==> src/logic/sdram_pd_pkg.sv <==
package sdram_pd_pkg;

  // ****************************************************************
  // command codes {cs_n, ras_n, cas_n, we_n}
  // ****************************************************************
  localparam logic [3:0] CMD_MRS = 4'h0;
  localparam logic [3:0] CMD_REF = 4'h1;
  localparam logic [3:0] CMD_PRE = 4'h2;
  localparam logic [3:0] CMD_ACT = 4'h3;
  localparam logic [3:0] CMD_WR  = 4'h4;
  localparam logic [3:0] CMD_RD  = 4'h5;
  localparam logic [3:0] CMD_NOP = 4'h7;
  localparam int         CMD_CS_N_BIT = 3;

  // ****************************************************************
  // mode register fields, precharge-all bit and bank count
  // ****************************************************************
  localparam logic [2:0] MR0_BA            = 3'h0;
  localparam logic [2:0] MR2_BA            = 3'h2;
  localparam int         MR2_ASR_BIT       = 6;
  localparam int         MR2_SRT_BIT       = 7;
  localparam int         MR0_FAST_EXIT_BIT = 12;
  localparam int         MR0_BL_LSB        = 0;
  localparam logic [1:0] MR0_CHOP4_FIXED   = 2'h2;
  localparam int         PRE_ALL_BIT       = 10;
  localparam int         NUM_BANKS         = 8;

  // ****************************************************************
  // timing in link clock cycles
  // ****************************************************************
  localparam int         XPDLL_CK     = 10;
  localparam int         ANPD_CK      = 4;
  localparam logic [7:0] ODT_HOLD_RST = 8'(ANPD_CK + XPDLL_CK);

  // ****************************************************************
  // register map and status layout
  // ****************************************************************
  localparam int          APB_AW         = 12;
  localparam logic [11:0] STATUS_OFS     = 12'h000;
  localparam logic [11:0] CFG_OFS        = 12'h004;
  localparam int          ST_STATE_LSB   = 0;
  localparam int          ST_BANKS_LSB   = 3;
  localparam int          ST_BUF_BIT     = 11;
  localparam int          ST_DLL_BIT     = 12;
  localparam int          ST_ODT_BIT     = 13;
  localparam int          ST_AUTO_BIT    = 14;
  localparam int          ST_EXT_BIT     = 15;
  localparam int          ST_ILLEGAL_BIT = 16;
  localparam int          ST_CHOP4_BIT   = 17;
  localparam int          ST_FAST_BIT    = 18;
  localparam int          CFG_HOLD_LSB   = 0;

  // ****************************************************************
  // power state
  // ****************************************************************
  typedef enum logic [2:0] {
    PD_RUN       = 3'b001,
    PD_ACTIVE    = 3'b010,
    PD_PRECHARGE = 3'b100
  } pd_state_t;

endpackage : sdram_pd_pkg

==> src/logic/pin_if.sv <==
`timescale 1ns/1ps
// synchronised pin samples with the link clock rising edge marker
interface pin_if;
  logic        ck_rise;
  logic        cke;
  logic [3:0]  cmd;
  logic [15:0] addr;
  logic [2:0]  ba;
  modport src (output ck_rise, output cke, output cmd, output addr, output ba);
  modport dst (input ck_rise, input cke, input cmd, input addr, input ba);
endinterface : pin_if

==> src/logic/sdram_pd_ctrl.sv <==
// The register offsets and the APB slave port were decided locally.
`timescale 1ns/1ps
module sdram_pd_ctrl (
  // clock and reset
  input  wire logic        core_clk,
  input  wire logic        rst,
  // memory pins from the controller
  input  wire logic        ck,
  input  wire logic        cke,
  input  wire logic [3:0]  cmd,
  input  wire logic [15:0] addr,
  input  wire logic [2:0]  ba,
  // apb slave
  input  wire logic        psel,
  input  wire logic        penable,
  input  wire logic        pwrite,
  input  wire logic [11:0] paddr,
  input  wire logic [31:0] pwdata,
  output logic      [31:0] prdata,
  output logic             pready,
  output logic             pslverr,
  // device status
  output logic             input_buf_en,
  output logic             dll_on,
  output logic             odt_async,
  output logic             pd_active,
  output logic             pd_precharge,
  output logic             sr_rate_auto,
  output logic             sr_range_ext,
  output logic             mr2_illegal
);

  typedef struct packed {
    sdram_pd_pkg::pd_state_t state;
    logic                    cke_q;
    logic [7:0]              banks;
    logic                    auto_selfrefresh_enable;
    logic                    extended_temp_select;
    logic                    fast_exit;
    logic                    chop4_fixed;
    logic [7:0]              odt_cnt;
    logic [7:0]              odt_hold;
    logic [31:0]             prdata;
    logic                    pslverr;
  } ctrl_t;

  localparam ctrl_t RESET_VAL = '{
    state: sdram_pd_pkg::PD_RUN, cke_q: 1'b0, banks: 8'h00, auto_selfrefresh_enable: 1'b0, extended_temp_select: 1'b0,
    fast_exit: 1'b0, chop4_fixed: 1'b0, odt_cnt: 8'h00,
    odt_hold: sdram_pd_pkg::ODT_HOLD_RST, prdata: 32'h0000_0000, pslverr: 1'b0};

  ctrl_t       r_reg;
  ctrl_t       r_next;
  pin_if       pins ();
  logic        is_nop;
  logic        cmd_ok;
  logic        slow_pre;
  logic [7:0]  bank_sel;
  logic [31:0] status;

  // ****************************************************************
  // pin synchroniser
  // ****************************************************************
  pin_sync u_sync (
    .core_clk (core_clk),
    .rst      (rst),
    .ck       (ck),
    .cke      (cke),
    .cmd      (cmd),
    .addr     (addr),
    .ba       (ba),
    .pins     (pins)
  );

  // ****************************************************************
  // command decode helpers
  // ****************************************************************
  assign is_nop   = pins.cmd[sdram_pd_pkg::CMD_CS_N_BIT] | (pins.cmd == sdram_pd_pkg::CMD_NOP);
  assign cmd_ok   = r_reg.cke_q & pins.cke & ~pins.cmd[sdram_pd_pkg::CMD_CS_N_BIT];
  assign bank_sel = 8'h01 << pins.ba;
  assign slow_pre = (r_reg.state == sdram_pd_pkg::PD_PRECHARGE) & ~r_reg.fast_exit;

  // status word
  always_comb begin
    status = 32'h0000_0000;
    status[sdram_pd_pkg::ST_STATE_LSB +: 3] = r_reg.state;
    status[sdram_pd_pkg::ST_BANKS_LSB +: 8] = r_reg.banks;
    status[sdram_pd_pkg::ST_BUF_BIT]        = input_buf_en;
    status[sdram_pd_pkg::ST_DLL_BIT]        = dll_on;
    status[sdram_pd_pkg::ST_ODT_BIT]        = odt_async;
    status[sdram_pd_pkg::ST_AUTO_BIT]       = sr_rate_auto;
    status[sdram_pd_pkg::ST_EXT_BIT]        = sr_range_ext;
    status[sdram_pd_pkg::ST_ILLEGAL_BIT]    = mr2_illegal;
    status[sdram_pd_pkg::ST_CHOP4_BIT]      = r_reg.chop4_fixed;
    status[sdram_pd_pkg::ST_FAST_BIT]       = r_reg.fast_exit;
  end

  // ****************************************************************
  // next state: link commands and apb
  // ****************************************************************
  always_comb begin
    r_next = r_reg;
    if (pins.ck_rise) begin
      r_next.cke_q = pins.cke;
      case (r_reg.state)
        sdram_pd_pkg::PD_RUN: begin
          if (r_reg.odt_cnt != 8'h00) begin
            r_next.odt_cnt = r_reg.odt_cnt - 8'h01;
          end
          if (r_reg.cke_q && !pins.cke && is_nop) begin
            // open banks pick the power-down kind
            if (r_reg.banks != 8'h00) begin
              r_next.state = sdram_pd_pkg::PD_ACTIVE;
            end else begin
              r_next.state = sdram_pd_pkg::PD_PRECHARGE;
            end
          end else if (cmd_ok) begin
            case (pins.cmd)
              sdram_pd_pkg::CMD_ACT: r_next.banks = r_reg.banks | bank_sel;
              sdram_pd_pkg::CMD_PRE: begin
                if (pins.addr[sdram_pd_pkg::PRE_ALL_BIT]) begin
                  r_next.banks = 8'h00;
                end else begin
                  r_next.banks = r_reg.banks & ~bank_sel;
                end
              end
              sdram_pd_pkg::CMD_MRS: begin
                if (pins.ba == sdram_pd_pkg::MR2_BA) begin
                  r_next.auto_selfrefresh_enable = pins.addr[sdram_pd_pkg::MR2_ASR_BIT];
                  r_next.extended_temp_select = pins.addr[sdram_pd_pkg::MR2_SRT_BIT];
                end else if (pins.ba == sdram_pd_pkg::MR0_BA) begin
                  r_next.fast_exit   = pins.addr[sdram_pd_pkg::MR0_FAST_EXIT_BIT];
                  r_next.chop4_fixed = (pins.addr[sdram_pd_pkg::MR0_BL_LSB +: 2]
                                        == sdram_pd_pkg::MR0_CHOP4_FIXED);
                end
              end
              default: r_next.banks = r_reg.banks;
            endcase
          end
        end
        sdram_pd_pkg::PD_ACTIVE, sdram_pd_pkg::PD_PRECHARGE: begin
          // commands are not decoded while the buffers are off
          if (pins.cke && is_nop) begin
            r_next.state = sdram_pd_pkg::PD_RUN;
            if (slow_pre) begin
              r_next.odt_cnt = r_reg.odt_hold;
            end
          end
        end
        default: r_next.state = sdram_pd_pkg::PD_RUN;
      endcase
    end
    // apb setup phase latches the answer for the access phase
    if (psel && !penable) begin
      r_next.pslverr = (paddr != sdram_pd_pkg::STATUS_OFS) && (paddr != sdram_pd_pkg::CFG_OFS);
      if (pwrite) begin
        r_next.prdata = 32'h0000_0000;
      end else if (paddr == sdram_pd_pkg::STATUS_OFS) begin
        r_next.prdata = status;
      end else if (paddr == sdram_pd_pkg::CFG_OFS) begin
        r_next.prdata = {24'h00_0000, r_reg.odt_hold};
      end else begin
        r_next.prdata = 32'h0000_0000;
      end
    end
    // apb write takes effect in the access phase
    if (psel && penable && pwrite && paddr == sdram_pd_pkg::CFG_OFS) begin
      r_next.odt_hold = pwdata[sdram_pd_pkg::CFG_HOLD_LSB +: 8];
    end
  end

  // register the whole state
  always_ff @(posedge core_clk) begin
    if (rst) begin
      r_reg <= RESET_VAL;
    end else begin
      r_reg <= r_next;
    end
  end

  // ****************************************************************
  // outputs
  // ****************************************************************
  assign prdata       = r_reg.prdata;
  assign pready       = 1'b1;
  assign pslverr      = r_reg.pslverr;
  assign pd_active    = r_reg.state == sdram_pd_pkg::PD_ACTIVE;
  assign pd_precharge = r_reg.state == sdram_pd_pkg::PD_PRECHARGE;
  assign input_buf_en = r_reg.state == sdram_pd_pkg::PD_RUN;
  assign dll_on       = ~slow_pre;
  assign odt_async    = slow_pre | (r_reg.odt_cnt != 8'h00);
  assign sr_rate_auto = r_reg.auto_selfrefresh_enable;
  assign sr_range_ext = r_reg.extended_temp_select & ~r_reg.auto_selfrefresh_enable;
  assign mr2_illegal  = r_reg.auto_selfrefresh_enable & r_reg.extended_temp_select; // flags the illegal pair
endmodule : sdram_pd_ctrl

==> src/logic/pin_sync.sv <==
`timescale 1ns/1ps
module pin_sync (
  // clock and reset
  input  wire logic        core_clk,
  input  wire logic        rst,
  // raw pins
  input  wire logic        ck,
  input  wire logic        cke,
  input  wire logic [3:0]  cmd,
  input  wire logic [15:0] addr,
  input  wire logic [2:0]  ba,
  // synchronised view
  pin_if.src               pins
);

  localparam int W = 25;

  typedef struct packed {
    logic [W-1:0] s1;
    logic [W-1:0] s2;
    logic         ck_d;
  } sync_t;

  // link clock bits reset high so that a release never looks like a rising edge
  localparam sync_t SYNC_RST = '{s1: {1'b1, 24'h00_0000}, s2: {1'b1, 24'h00_0000}, ck_d: 1'b1};

  sync_t r_reg;
  sync_t r_next;

  // ****************************************************************
  // two stage synchroniser and link clock edge finder
  // ****************************************************************
  always_comb begin
    r_next      = r_reg;
    r_next.s1   = {ck, cke, cmd, addr, ba};
    r_next.s2   = r_reg.s1;
    r_next.ck_d = r_reg.s2[W-1];
  end

  // register the whole state
  always_ff @(posedge core_clk) begin
    if (rst) begin
      r_reg <= SYNC_RST;
    end else begin
      r_reg <= r_next;
    end
  end

  // outputs read the second stage and its delayed clock bit ck_d, never the first stage
  assign pins.ck_rise = r_reg.s2[W-1] & ~r_reg.ck_d;
  assign pins.cke     = r_reg.s2[W-2];
  assign pins.cmd     = r_reg.s2[22:19];
  assign pins.addr    = r_reg.s2[18:3];
  assign pins.ba      = r_reg.s2[2:0];

endmodule : pin_sync

==> config.mk <==
export PLATFORM = sky130hd
export DESIGN_NAME = sdram_pd_ctrl
export DESIGN_NICKNAME = d
export VERILOG_FILES = /design/src/logic/sdram_pd_pkg.sv /design/src/logic/pin_if.sv /design/src/logic/sdram_pd_ctrl.sv /design/src/logic/pin_sync.sv
export SDC_FILE = /design/constraint.sdc
export NUM_CORES = 1
export LEC_CHECK = 0
export BUFFER_PORTS_ARGS = -buffer_cell sky130_fd_sc_hd__buf_4
export CORE_MARGIN = 5
export CORE_UTILIZATION = 50
export DETAILED_ROUTE_END_ITERATION = 8
export GPL_ROUTABILITY_DRIVEN = 0
export PLACE_DENSITY = 0.83
export SETUP_SLACK_MARGIN = 0.15
export SLEW_MARGIN = 40
export SYNTH_ARGS = -nofsm -noshare
export SYNTH_HDL_FRONTEND = slang
export SYNTH_SLANG_ARGS = --single-unit
==> constraint.sdc <==
create_clock -name core_clk -period 2.92 [get_ports core_clk]
set_clock_uncertainty 0.2 [all_clocks]
set_input_delay 0.584 -clock core_clk [delete_from_list [all_inputs] [get_ports core_clk]]
set_output_delay 0.584 -clock core_clk [all_outputs]
set_load 0.005 [all_outputs]
==> impl_results.md <==
* Critical path cell sequence: inv_1 > ha_2 > or4b_4 > nor2_2 > nand3_1 > buf_4
* Crit path capture type: output pin
* Antenna diode instance count at 0
* Setup_tns at 0 ns
* Crit path max-delay cell type: or4b_4
* Max-slew violation count at 0
* Core Rows at 30
* Hold Vio Cnt, Final at 0
* Register area share after synthesis at 46.5%
* Design area at 0.00419 mm2
* Chip Width at 94.5 um
* Post-DP Area at 0.00397 mm2
* Max-slew headroom at 62.8%
* DRT antenna net count at 0
* Peak supply drop at 0.000401 V
* Fin crit period at 2.66 ns
* Crit Path Category: reg -> out
* Pin count of the biggest net entering global routing at 46
* Area of the mapped netlist at 0.00357 mm2
* Max FFs per register at 31
* Commonest non-fill, non-tap cell in the layout: dfxtp_1
* TritonRoute pass-1 iters at 4
* IO Count at 116
* Fillers at 604
* Post-Syn Area per Cell at 9.01 um2
* Vias in the first global route at 2694
* Max incr delay on CP at 0.50 ns
* Total grt overflow at 0
* Initial Utilization at 52.0%
* Peak Freq at 376 MHz
* Area delta synth->final at 17.5%
* Root Buffer: clkbuf_8
* Cell area power density at 519 mW/mm2
* # port buffers at 67
* Worst-path clk slew at 0.09 ns
* Die area at 0.00893 mm2
* Hold slack at 0.207 ns
* Reg area at 0.00166 mm2
* Ys flop type: dfxtp_1
* Final WL at 7770 um
* Cells after Synth at 396
* Fraction of registers with async set/reset at 0%
* Area of the multi-input gates at 0.00160 mm2
* Met2 Usage GRT at 31.6%
* H-tree depth at 3
* Outcome: complete, no violations
* Nets at 516
* Switching part of the total at 22.2%
* CTS tree: yes
* First DRT Iteration DRCs at 188
* Comb power frac at 4.7%
* DP Worst Slack at 0.411 ns
* Yosys cell types at 55
* Wirelength per Cell at 14.3 um
* Worst endpoint required time at 2.14 ns
* First-pass GRT wire length at 12700 um
* Seq pwr share at 53.5%
* Clock power frac at 41.7%
* Setup violators final at 0
* Final WS setup at 0.263 ns
* Via count at 2872
* Synth warn at 0
* Clk_lat worst skew at 0.36 ns
* Startpoint Class: register
* Dpl hpwl at 5620 um
* Pwr Total at 2.17 mW
* Worst-margin pin slew at 0.557 ns
* Global-route usage over all layers at 18.1%
* Global routing usage on met3 at 4.70%
* Crit share post-route at 91.0%
* Global routing's busiest layer: met2
* Leak at 1.73 nW
* Initial antenna violation count at 0
* Max cap viols at 0
* Grt met1 use at 20.3%
* Die Ht at 94.5 um
* P_int at 1.69 mW
* Worst min-delay path category: in -> reg
* Reported net switching power at 0.483 mW
* # clock sinks at 83
* Residual DRC at 0
* Core area at 0.00687 mm2
* TritonCTS Buffers at 9
* #FFs+latches synth at 83
* WP data arrival at 1.87 ns
* Routed vias/inst at 5.30
* Proportion of layout cells with a drive suffix above 1 at 24.2%
* Crit path max fanout at 5
* Longest Clk Path Bufs at 2
* Post-synth EDFFs at 0
* Most frequent cells in the layout: 83 x dfxtp_1, 73 x buf_4, 36 x nor2_1
* RSZ-0062 raised after global routing: false
-- cells by family (layout without fill, tap and decap cells) --
kind of cell / count (synthesis) / after routing / share of synthesized area, %
simple gates: 157 / 157 / 23.7
flops: 83 / 83 / 46.5
compound gates: 80 / 80 / 15.9
buf+inv: 61 / 99 / 9.95
mux: 11 / 11 / 3.12
other cells: 2 / 14 / 0.210
fa+ha+maj: 1 / 1 / 0.350
xor+xnor: 1 / 1 / 0.245
-- what timing repair did --
action	in CTS	in global routing
endpoints found under the setup margin	0	1
buffers inserted	0	0
hold buffers	0	0
gates resized for setup	0	2
-- per-layer routing --
metal  part of all wire (%)  routed length, um  vias to the layer above
met4                    3.3                253                        0
met2                     49               3800                      104
met3                    7.7                600                       24
li1                       -                  -                     1415
met1                     40               3120                     1329
met5                      0                  0                        -
-- final cells by class --
class	count	share of cell area (%)
clock inverter	7	2.39
sequential	83	39.6
inverter	10	0.895
tap	96	2.86
timing repair buffer	73	13.1
multi-input combinational	264	38.2
clock buffer	9	2.95
-- worst paths after layout --
path | end | cells past startpoint | slack [ns] | start
setup / recovery | odt_async | 6 | 0.26 | r_reg[41]
hold / removal | u_sync.r_next[25] | 2 | 0.21 | ck
hold reg to reg | u_sync.r_next[0] | 1 | 0.23 | u_sync.r_next[25]
setup reg to reg | r_reg[47] | 7 | 0.53 | r_reg[41]
-- worst max-delay path: cells and delay by family, from the launching register on --
kind          cells  cell delay [ns]
simple gates      3             0.74
fa+ha+maj         1             0.20
flops             1             0.35
buf+inv           2             0.22
-- synthesized netlist by cell type (3+ instances only) --
cell type | count | area share (%)
a31oi_1 | 6 | 1.1
a22oi_1 | 19 | 4.0
nor2_1 | 37 | 3.9
nand3_1 | 6 | 0.84
and2_1 | 4 | 0.70
o211ai_1 | 4 | 0.84
o21ai_0 | 7 | 0.98
o21ai_1 | 7 | 0.98
nor4_1 | 5 | 0.88
inv_1 | 8 | 0.84
clkbuf_1 | 13 | 1.4
nor2b_1 | 32 | 5.6
nand2b_1 | 5 | 0.88
buf_1 | 3 | 0.32
nor3_1 | 9 | 1.3
mux2i_1 | 10 | 2.8
or2_2 | 3 | 0.53
buf_4 | 33 | 6.9
nand4_1 | 3 | 0.53
nand2_1 | 34 | 3.6
a21oi_1 | 20 | 2.8
dfxtp_1 | 83 | 47
-- power groups by stage --
stage / clock network (mW) / logic (mW) / registers [mW]
after floorplan: 0 / 0.0692 / 1.18
after global placement: 0 / 0.0986 / 1.19
after detailed placement: 0 / 0.102 / 1.19
after CTS: 0.926 / 0.102 / 1.16
after global routing: 0.977 / 0.114 / 1.17
final: 0.908 / 0.103 / 1.16
-- through the flow --
| stage | utilization, % | std cells |
|---|---|---|
| final | 61.1 | 542 |
| after detailed placement | 57.7 | 526 |
| after floorplan | - | 408 |
| after global placement | 57.7 | 526 |
| after global routing | 61.1 | 542 |
| after CTS | 61.0 | 542 |
No activity file was read; power rests on OpenSTA's default activity.
